$ cat config.mk
export PLATFORM = sky130hd
export DESIGN_NAME = vcrr_regs
export DESIGN_NICKNAME = d
export VERILOG_FILES = /design/src/vcrr_pkg.sv /design/src/vcrr_pat_loader.sv /design/src/vcrr_regs.sv
export SDC_FILE = /design/constraint.sdc
export NUM_CORES = 1
export LEC_CHECK = 0
export BUFFER_PORTS_ARGS = -buffer_cell sky130_fd_sc_hd__buf_4
export CORE_MARGIN = 4
export CORE_UTILIZATION = 43
export DETAILED_ROUTE_END_ITERATION = 8
export PLACE_DENSITY = 0.78
export SKIP_CTS_REPAIR_TIMING = 1
export SLEW_MARGIN = 20
export SYNTH_ARGS = -nofsm -noshare
export SYNTH_HDL_FRONTEND = slang
export SYNTH_SLANG_ARGS = --single-unit
$ cat constraint.sdc
create_clock -name clk_sys -period 1.3 [get_ports clk_sys]
set_clock_uncertainty 0.1 [all_clocks]
set_input_delay 0.195 -clock clk_sys [delete_from_list [all_inputs] [get_ports clk_sys]]
set_output_delay 0.195 -clock clk_sys [all_outputs]
set_load 0.02 [all_outputs]
$ cat src/vcrr_pkg.sv
// Package for the VC resource register bank: offsets, fields, reset values
package vcrr_pkg;
    localparam logic [11:0] OFF_VC0_CTRL = 12'h154;
    localparam logic [11:0] OFF_VC0_STAT = 12'h158;
    localparam logic [11:0] OFF_VC1_CAP = 12'h15C;
    // Extra registers for the datapath handshakes
    localparam logic [11:0] OFF_PAT_WRITE = 12'h180;
    localparam logic [11:0] OFF_AUTOLOAD = 12'h184;

    localparam int TC_MAP_LSB = 0;
    localparam int PAT_LOAD_BIT = 16;
    localparam int ARB_SEL_LSB = 17;
    localparam int CHAN_ID_LSB = 24;
    localparam int VC_EN_BIT = 31;
    localparam int PAT_STAT_BIT = 16;
    localparam int NEG_PEND_BIT = 17;
    localparam int APS_ONLY_BIT = 14;
    localparam int REJ_SNOOP_BIT = 15;
    localparam int SLOTS_LSB = 16;
    localparam int TBL_OFF_LSB = 24;

    localparam logic [7:0] TC_MAP_RST = 8'hFF;
    localparam logic [2:0] ARB_SEL_RST = 3'h0;
    localparam logic [2:0] ARB_SEL_WRR = 3'h3;
    localparam logic [2:0] CHAN_ID_VC0 = 3'h0;
    localparam logic VC_EN_RST = 1'b1;
    localparam logic [7:0] CAP1_ARB_ON = 8'h19;
    localparam logic [7:0] CAP1_ARB_OFF = 8'h00;
    localparam logic [6:0] CAP1_SLOTS_ON = 7'h7F;
    localparam logic [6:0] CAP1_SLOTS_OFF = 7'h00;
    localparam logic [7:0] CAP1_TOFF_ON = 8'h08;
    localparam logic [7:0] CAP1_TOFF_OFF = 8'h00;
    localparam int ARB_PHASES = 128;
    // Cycles the table loader needs after a load request
    localparam logic [7:0] PAT_LOAD_CYCLES = 8'h80;
endpackage : vcrr_pkg

$ cat src/vcrr_pat_loader.sv
// Port arbitration table loader sequencer
`timescale 1ns/1ps
module vcrr_pat_loader (
    input wire logic clk_sys,
    input wire logic sys_rst,
    input wire logic load_req,
    output logic busy,
    output logic done
);
    logic [7:0] cnt_reg;

    // Walks all phases once; a request while busy restarts nothing
    always_ff @(posedge clk_sys) begin
        if (sys_rst) begin
            cnt_reg <= 8'h00;
            busy <= 1'b0;
            done <= 1'b0;
        end else begin
            done <= 1'b0;
            if (busy) begin
                if (cnt_reg == vcrr_pkg::PAT_LOAD_CYCLES - 8'h01) begin
                    busy <= 1'b0;
                    done <= 1'b1;
                end
                cnt_reg <= cnt_reg + 8'h01;
            end else if (load_req) begin
                busy <= 1'b1;
                cnt_reg <= 8'h00;
            end
        end
    end
endmodule : vcrr_pat_loader

$ cat src/vcrr_regs.sv
// VC0 control/status and VC1 capability registers
//
// Strobed register access was chosen for this implementation.
`timescale 1ns/1ps
module vcrr_regs (
    input wire logic clk_sys,
    input wire logic sys_rst,
    input wire logic [11:0] reg_addr,
    input wire logic [31:0] reg_wdata,
    input wire logic reg_wr,
    input wire logic reg_rd,
    input wire logic cfg_vc1_enable,
    input wire logic neg_pending,
    output logic [31:0] reg_rdata,
    output logic [7:0] traffic_class_channel_map,
    output logic [2:0] arb_scheme,
    output logic vc0_enable,
    output logic pat_apply,
    output logic pat_loading
);
    logic [7:0] tc_map_reg;
    logic [2:0] arb_sel_reg;
    logic vc_en_reg;
    logic pat_stat_reg;
    logic neg_pend_reg;
    logic [7:0] cap_arb_reg;
    logic [6:0] cap_slots_reg;
    logic [7:0] cap_toff_reg;
    logic rst_d_reg;
    logic ld_busy;
    logic ld_done;
    logic wr_ctrl;
    logic wr_auto;
    logic [31:0] rdata_next;

    function automatic logic hit(input logic [11:0] a, input logic [11:0] off);
        hit = (a == off);
    endfunction : hit

    assign wr_ctrl = reg_wr && hit(reg_addr, vcrr_pkg::OFF_VC0_CTRL);
    assign wr_auto = reg_wr && hit(reg_addr, vcrr_pkg::OFF_AUTOLOAD);

    // Map, written by software through the control register only
    always_ff @(posedge clk_sys) begin
        if (sys_rst) begin
            tc_map_reg <= vcrr_pkg::TC_MAP_RST;
        end else if (wr_ctrl) begin
            tc_map_reg <= reg_wdata[vcrr_pkg::TC_MAP_LSB +: 8];
        end
    end

    // Stored as written; mapped at use
    always_ff @(posedge clk_sys) begin
        if (sys_rst) begin
            arb_sel_reg <= vcrr_pkg::ARB_SEL_RST;
        end else if (wr_ctrl) begin
            arb_sel_reg <= reg_wdata[vcrr_pkg::ARB_SEL_LSB +: 3];
        end
    end

    always_ff @(posedge clk_sys) begin
        if (sys_rst) begin
            vc_en_reg <= vcrr_pkg::VC_EN_RST;
        end else if (wr_ctrl) begin
            vc_en_reg <= reg_wdata[vcrr_pkg::VC_EN_BIT];
        end
    end

    // Load pulse, one cycle; bit itself is not stored
    always_ff @(posedge clk_sys) begin
        if (sys_rst) begin
            pat_apply <= 1'b0;
        end else begin
            pat_apply <= wr_ctrl && reg_wdata[vcrr_pkg::PAT_LOAD_BIT];
        end
    end

    vcrr_pat_loader i_vcrr_pat_loader (
        .clk_sys(clk_sys),
        .sys_rst(sys_rst),
        .load_req(pat_apply),
        .busy(ld_busy),
        .done(ld_done)
    );

    // Table write sets; set wins over loader clear
    always_ff @(posedge clk_sys) begin
        if (sys_rst) begin
            pat_stat_reg <= 1'b0;
        end else if (reg_wr && hit(reg_addr, vcrr_pkg::OFF_PAT_WRITE)) begin
            pat_stat_reg <= 1'b1;
        end else if (ld_done) begin
            pat_stat_reg <= 1'b0;
        end
    end

    always_ff @(posedge clk_sys) begin
        if (sys_rst) begin
            neg_pend_reg <= 1'b0;
        end else begin
            neg_pend_reg <= neg_pending;
        end
    end

    // Strap sampled after reset release, never by the reset itself
    always_ff @(posedge clk_sys) begin
        rst_d_reg <= sys_rst;
    end

    // Strap-dependent VC1 defaults, autoload may override slots
    always_ff @(posedge clk_sys) begin
        if (sys_rst) begin
            cap_arb_reg <= vcrr_pkg::CAP1_ARB_OFF;
            cap_slots_reg <= vcrr_pkg::CAP1_SLOTS_OFF;
            cap_toff_reg <= vcrr_pkg::CAP1_TOFF_OFF;
        end else if (rst_d_reg) begin
            cap_arb_reg <= cfg_vc1_enable ? vcrr_pkg::CAP1_ARB_ON : vcrr_pkg::CAP1_ARB_OFF;
            cap_slots_reg <= cfg_vc1_enable ? vcrr_pkg::CAP1_SLOTS_ON
                                            : vcrr_pkg::CAP1_SLOTS_OFF;
            cap_toff_reg <= cfg_vc1_enable ? vcrr_pkg::CAP1_TOFF_ON : vcrr_pkg::CAP1_TOFF_OFF;
        end else if (wr_auto) begin
            cap_slots_reg <= reg_wdata[vcrr_pkg::SLOTS_LSB +: 7];
        end
    end

    // Read mux, constant and reserved bits zero
    always_comb begin
        rdata_next = 32'h0000_0000;
        unique case (reg_addr)
            vcrr_pkg::OFF_VC0_CTRL: begin
                rdata_next[vcrr_pkg::TC_MAP_LSB +: 8] = tc_map_reg;
                rdata_next[vcrr_pkg::ARB_SEL_LSB +: 3] = arb_sel_reg;
                rdata_next[vcrr_pkg::CHAN_ID_LSB +: 3] = vcrr_pkg::CHAN_ID_VC0;
                rdata_next[vcrr_pkg::VC_EN_BIT] = vc_en_reg;
            end
            vcrr_pkg::OFF_VC0_STAT: begin
                rdata_next[vcrr_pkg::PAT_STAT_BIT] = pat_stat_reg;
                rdata_next[vcrr_pkg::NEG_PEND_BIT] = neg_pend_reg;
            end
            // Capability bits advertise RR, WRR128, TWRR128 on VC1 when cfg_vc1_enable was set at reset release, else zero
            vcrr_pkg::OFF_VC1_CAP: begin
                rdata_next[7:0] = cap_arb_reg;
                rdata_next[vcrr_pkg::APS_ONLY_BIT] = 1'b0;
                rdata_next[vcrr_pkg::REJ_SNOOP_BIT] = 1'b0;
                rdata_next[vcrr_pkg::SLOTS_LSB +: 7] = cap_slots_reg;
                rdata_next[vcrr_pkg::TBL_OFF_LSB +: 8] = cap_toff_reg;
            end
            default: rdata_next = 32'h0000_0000;
        endcase
    end

    always_ff @(posedge clk_sys) begin
        if (sys_rst) begin
            reg_rdata <= 32'h0000_0000;
        end else if (reg_rd) begin
            reg_rdata <= rdata_next;
        end else begin
            reg_rdata <= 32'h0000_0000;
        end
    end

    // Codes other than WRR (3) fall back to default scheme
    always_ff @(posedge clk_sys) begin
        if (sys_rst) begin
            arb_scheme <= vcrr_pkg::ARB_SEL_RST;
        end else if (arb_sel_reg == vcrr_pkg::ARB_SEL_WRR) begin
            arb_scheme <= vcrr_pkg::ARB_SEL_WRR;
        end else begin
            arb_scheme <= vcrr_pkg::ARB_SEL_RST;
        end
    end

    always_ff @(posedge clk_sys) begin
        if (sys_rst) begin
            traffic_class_channel_map <= vcrr_pkg::TC_MAP_RST;
            vc0_enable <= vcrr_pkg::VC_EN_RST;
            pat_loading <= 1'b0;
        end else begin
            traffic_class_channel_map <= tc_map_reg;
            vc0_enable <= vc_en_reg;
            pat_loading <= ld_busy;
        end
    end
endmodule : vcrr_regs

### Yosys cells after proc, flatten, opt, wreduce, memory -nomap -nowiden

Index checks and enable logic that the tools add are counted.

| cells by class | value |
|---|---|
| eq/ne operators | 7 |
| multiplexer cells | 19 |
| add/subtract/negate cells | 1 |
| reduce and logical (&&, ||, !) cells | 10 |
| bitwise logic cells | 3 |

Operator list:

| kind | count |
|---|---|
| equality test 12 x 9 -> 1 bit (second input constant) | 5 |
| two-way mux 7 bit | 3 |
| two-way mux 8 bit | 2 |
| one-hot mux 8 bit (2 select lines) | 1 |
| adder 8 x 1 -> 8 bit (second input constant) | 1 |
| equality test 8 x 7 -> 1 bit (second input constant) | 1 |
| two-way mux 1 bit | 6 |
| nonzero test 2 bit | 3 |
| two-way mux 5 bit | 1 |
| logical AND 1 bit | 4 |
| two-way mux 4 bit | 1 |
| one-hot mux 1 bit (2 select lines) | 2 |
| one-hot mux 2 bit (2 select lines) | 1 |
| OR reduction 2 bit | 2 |
| equality test 3 x 2 -> 1 bit (second input constant) | 1 |
| NOT 1 bit | 3 |
| one-hot mux 1 bit (3 select lines) | 1 |
| OR reduction 3 bit | 1 |
| two-way mux 2 bit | 1 |

| storage, ports and cells | value |
|---|---|
| register bits | 94 |
| output and inout bits | 46 |
| logic and storage cells | 60 |
| bits of input ports | 50 |

### Logic depth before layout (Yosys ltp)

| logic depth | value |
|---|---|
| word-level depth | 4 |
| mapped depth | 6 |
| depth with buffers taken out | 5 |

### Cells and area by module

A second synthesis with hierarchy kept.

| second synthesis, totals | value |
|---|---|
| cells, all modules | 249 |
| area total of the unflattened synthesis | 2448.6 um^2 |

By module, submodules not included:

| module | times used | sequential area each (um^2) | area each (um^2) | cells an instance |
|---|---|---|---|---|
| vcrr_regs | 1 | 1041.0 | 2006.9 | 201 |
| vcrr_pat_loader | 1 | 200.2 | 441.7 | 48 |

### Worst setup path before layout

Ideal clock, no wire load.

| timing path | value |
|---|---|
| path type | input-to-reg |
| start point | in reg_addr[5] |
| end point | reg cap_slots_reg[0] |
| setup time | 128 ps |
| path slack | -120 ps |
| required time | 1072 ps |
| path buffers | 0 |
| cell stages on the path | 4 |
| data arrival time | 1192 ps |
| cells stage by stage | nor4b_1 a41oi_2 mux2i_1 nor2_1 |

| on the way | value |
|---|---|
| longest elaborated chain between the ends | 3 |

RTL lines:

| what | line | RTL |
|---|---|---|
| start: declaration | vcrr_regs.sv:8 | `input wire logic [11:0] reg_addr,` |
| equality test 12 x 9 -> 1 bit | vcrr_regs.sv:37 | `hit = (a == off);` |
| logical AND 1 bit | vcrr_regs.sv:41 | `assign wr_auto = reg_wr && hit(reg_addr, vcrr_pkg::OFF_AUTOLOAD);` |
| nonzero test 2 bit (no source line) | - |  |
| end signal: assignment | vcrr_regs.sv:114 | `cap_slots_reg <= vcrr_pkg::CAP1_SLOTS_OFF;` |
| end signal: assignment | vcrr_regs.sv:118 | `cap_slots_reg <= cfg_vc1_enable ? vcrr_pkg::CAP1_SLOTS_ON` |
| end signal: assignment | vcrr_regs.sv:122 | `cap_slots_reg <= reg_wdata[vcrr_pkg::SLOTS_LSB +: 7];` |
| end: declaration | vcrr_regs.sv:27 | `logic [6:0] cap_slots_reg;` |

No other way between the ends.
A chain may end at the register's enable or synchronous reset.

### Final worst setup path

| timing path | value |
|---|---|
| start point | reg i_vcrr_pat_loader.cnt_reg[1] |
| end point | reg i_vcrr_pat_loader.cnt_reg[6] |

| on the way | value |
|---|---|
| longest elaborated chain between the ends | 2 |

RTL lines:

| what | line | RTL |
|---|---|---|
| start: declaration | vcrr_pat_loader.sv:10 | `logic [7:0] cnt_reg;` |
| start signal: assignment | vcrr_pat_loader.sv:25 | `cnt_reg <= cnt_reg + 8'h01;` |
| adder 8 x 1 -> 8 bit | vcrr_pat_loader.sv:25 |  |
| two-way mux 8 bit | vcrr_pat_loader.sv:20 | `if (busy) begin` |

No other way between the ends.

==> flow_summary.toml <==
[outcome]
status = "complete, but fails checks"
violations = "hold timing, setup timing"

[timing]
fin_crit_sh_pct = 102
setup_ws_ps = -22.1
setup_viol = 2
fmax_ghz = 0.756
rsz0062_at_grt = "yes"
period_minus_slack_ps = 1320
finalMaxSlewViolations = 0
hold_violations = 2
hold_ws_ps = -10.0

[layout]
n_antenna_cell = 0
layout_commonest_cell = "buf_4"
drive_gt1_share_pct = 40.8
final_cell_mix = "79 x buf_4, 57 x dfxtp_1, 22 x mux2i_1, 17 x nor2_1, 16 x conb_1"
largest_register = "reg_rdata"
postLayoutCellArea_mm2 = 0.00336
largest_reg_flops = 17
area_growth_pct = 39.0
fill_cells = 457
nets = 372

[global_routing]
grt_use_total_pct = 15.2
global_route.usage.met2_pct = 23.4
grt_pass1_vias = 1763
grt_use_met1_pct = 17.7
antenna_found_initial = 0
grt_max_degree = 46
met3_usage_pct = 6.15
top_usage_layer = "met2"
grt_pass1_wl_um = 8310
globalRouteOverflowTotal = 0

[worst_hold_path]
whs_path_depth = 2
worstHoldPathType = "in -> reg"
min_from = "neg_pending"
holdPathEnd = "neg_pend_reg$_SDFF_PP0_"

[power_and_ir_drop]
power_leakage_nw = 1.56
p_per_area_mw_per_mm2 = 1110
vdd.ir_drop.worst_mv = 0.650
power.total_w = 0.00373

[worst_setup_path]
endpoint_kind = "flip-flop"
cp_top_family = "simple AND/OR/NAND/NOR gates"
crit_buf_inv = 0
path_cells = "ha_4 > nand4_1 > or2_4 > mux2_2 > nor2_1"
cp-start-kind = "flip-flop"
cp_data_required_time_ps = 1480
slowest_stage = "dfxtp_4"
r2r_end = "i_vcrr_pat_loader.cnt_reg[6]$_SDFFE_PP0P_"
ff2ff_path_depth = 5
reg2reg_slack_ps = -20
r2r_start = "i_vcrr_pat_loader.cnt_reg[1]$_SDFFE_PP0P_"
crit_path_max_fanout = 3
crit_start = "i_vcrr_pat_loader.cnt_reg[1]$_SDFFE_PP0P_"
crit_type = "reg -> reg"
critPathMaxStageDelay_ps = 370
worstPathArrival_ps = 1500

[route]
post_drt_wl_per_cell_um = 12.8
route.vias.total = 1819
drc = 0
firstDrtPassIters = 4
ant_nets = 0
drtIter0Drc = 68
drt_wl_total_um = 5090
vias_per_cell = 4.57

[placed_design]
io_buffers = 63
placement.cell_area_mm2 = 0.00308
gp_congestion = 0.771
hpwl_um = 3530

[floorplanning]
die-area_mm2 = 0.00688
start_util_pct = 44.1
dieHeight_um = 83.0
die_w_um = 83.0
ios = 96
core_area_mm2 = 0.00547
std_cell_rows = 27

[clocking]
numCtsBuffers = 9
clock_sinks = 62
clkLatencyLatePin_ps = 340
cts.path.max_buffers = 2
cts_tree = "built"
cts_max_level = 3
path_clk_slew_ps = 70
root_buffer = "clkbuf_8"

[synth]
synth_cells = 233
syn_area_mm2 = 0.00242
syn-mean-instance-area_um2 = 10.4
yosysWarnings = 0
synth-seq-area-share_pct = 51.4
ys_ff_latch = 62
ys_types = 42

[run]
max_cap_viol_count = 0
metrics by stage:
stage                     hold slack (ps)  utilization [%]  worst slack [ps]  std cells  setup TNS, ps
after floorplan                       123                -              -110        248          -2230
after global placement                313             56.2              -189        375          -5480
after detailed placement              317             56.2              -226        375          -6610
after CTS                           -45.7             59.6             -77.3        391           -231
after global routing                 7.38             61.4              -125        398           -433
final                               -10.0             61.4             -22.1        398          -36.9
routing by layer:
layer / part of all wire, % / routed length (µm)
met5: 0 / 0
met4: 2.1 / 108
met3: 6.3 / 321
met2: 49 / 2480
met1: 43 / 2190
where the power goes:
group | switching (W) | internal [W] | total (W)
logic | 0.000135 | 0.000135 | 0.000270
clock network | 0.000779 | 0.000751 | 0.00153
registers | 0.0000115 | 0.00192 | 0.00193
total | 0.000926 | 0.00280 | 0.00373
Yosys cell counts (all sizes together):
| master | n | area, µm² |
|---|---|---|
| a211oi | 1 | 7.51 |
| a21o | 3 | 26.3 |
| a21oi | 8 | 40.0 |
| a32o | 2 | 20.0 |
| a41oi | 1 | 16.3 |
| and2 | 6 | 37.5 |
| and2b | 1 | 7.51 |
| and3 | 4 | 26.3 |
| and4 | 1 | 11.3 |
| and4bb | 1 | 12.5 |
| buf | 22 | 164 |
| clkbuf | 5 | 18.8 |
| conb | 1 | 3.75 |
| dfxtp | 62 | 1240 |
| ha | 1 | 12.5 |
| inv | 9 | 33.8 |
| mux2 | 2 | 22.5 |
| mux2i | 22 | 220 |
| nand2 | 6 | 22.5 |
| nand2b | 12 | 75.1 |
| nand3 | 2 | 10.0 |
| nand4 | 4 | 40.0 |
| nor2 | 18 | 67.6 |
| nor2b | 6 | 37.5 |
| nor3 | 4 | 20.0 |
| nor3b | 4 | 35.0 |
| nor4b | 3 | 47.5 |
| nor4bb | 1 | 10.0 |
| o211ai | 1 | 7.51 |
| o21ai | 7 | 35.0 |
| or2 | 10 | 62.6 |
| or3 | 1 | 6.26 |
| xnor2 | 1 | 8.76 |
| xor2 | 1 | 8.76 |
area by class of cell:
class                      instances  area, µm²  share of cell area (%)
clock buffer                      10        138                    4.10
clock inverter                     6       46.3                    1.38
inverter                           9       33.8                    1.01
sequential                        62       1250                    37.2
tap                               72       90.1                    2.68
multi-input combinational        150       1080                    32.1
timing repair buffer              89        723                    21.5
worst max path at each step:
| stage | depth (start not counted) | slack (ps) | endpoint |
|---|---|---|---|
| after floorplan | 5 | -110 | tc_map_reg[3]$_SDFFE_PP1P_ |
| after global placement | 7 | -190 | reg_rdata[1]$_SDFF_PP0_ |
| after detailed placement | 7 | -230 | reg_rdata[2]$_SDFF_PP0_ |
| after CTS | 4 | -80 | i_vcrr_pat_loader.cnt_reg[7]$_SDFFE_PP0P_ |
| after global routing | 5 | -130 | i_vcrr_pat_loader.done$_SDFF_PP0_ |
| final | 5 | -20 | i_vcrr_pat_loader.cnt_reg[6]$_SDFFE_PP0P_ |
cells by family (layout without fill, tap and decap cells):
group | count (synthesis) | in the layout | share of synthesized area [%]
compound gates | 23 | 23 | 6.32
xor+xnor | 2 | 2 | 0.725
fa+ha+maj | 1 | 1 | 0.518
buf+inv | 36 | 114 | 8.96
flops | 62 | 62 | 51.4
mux | 24 | 24 | 10.0
other cells | 1 | 16 | 0.155
simple gates | 84 | 84 | 21.9
Power figures use the tool's default switching activity.
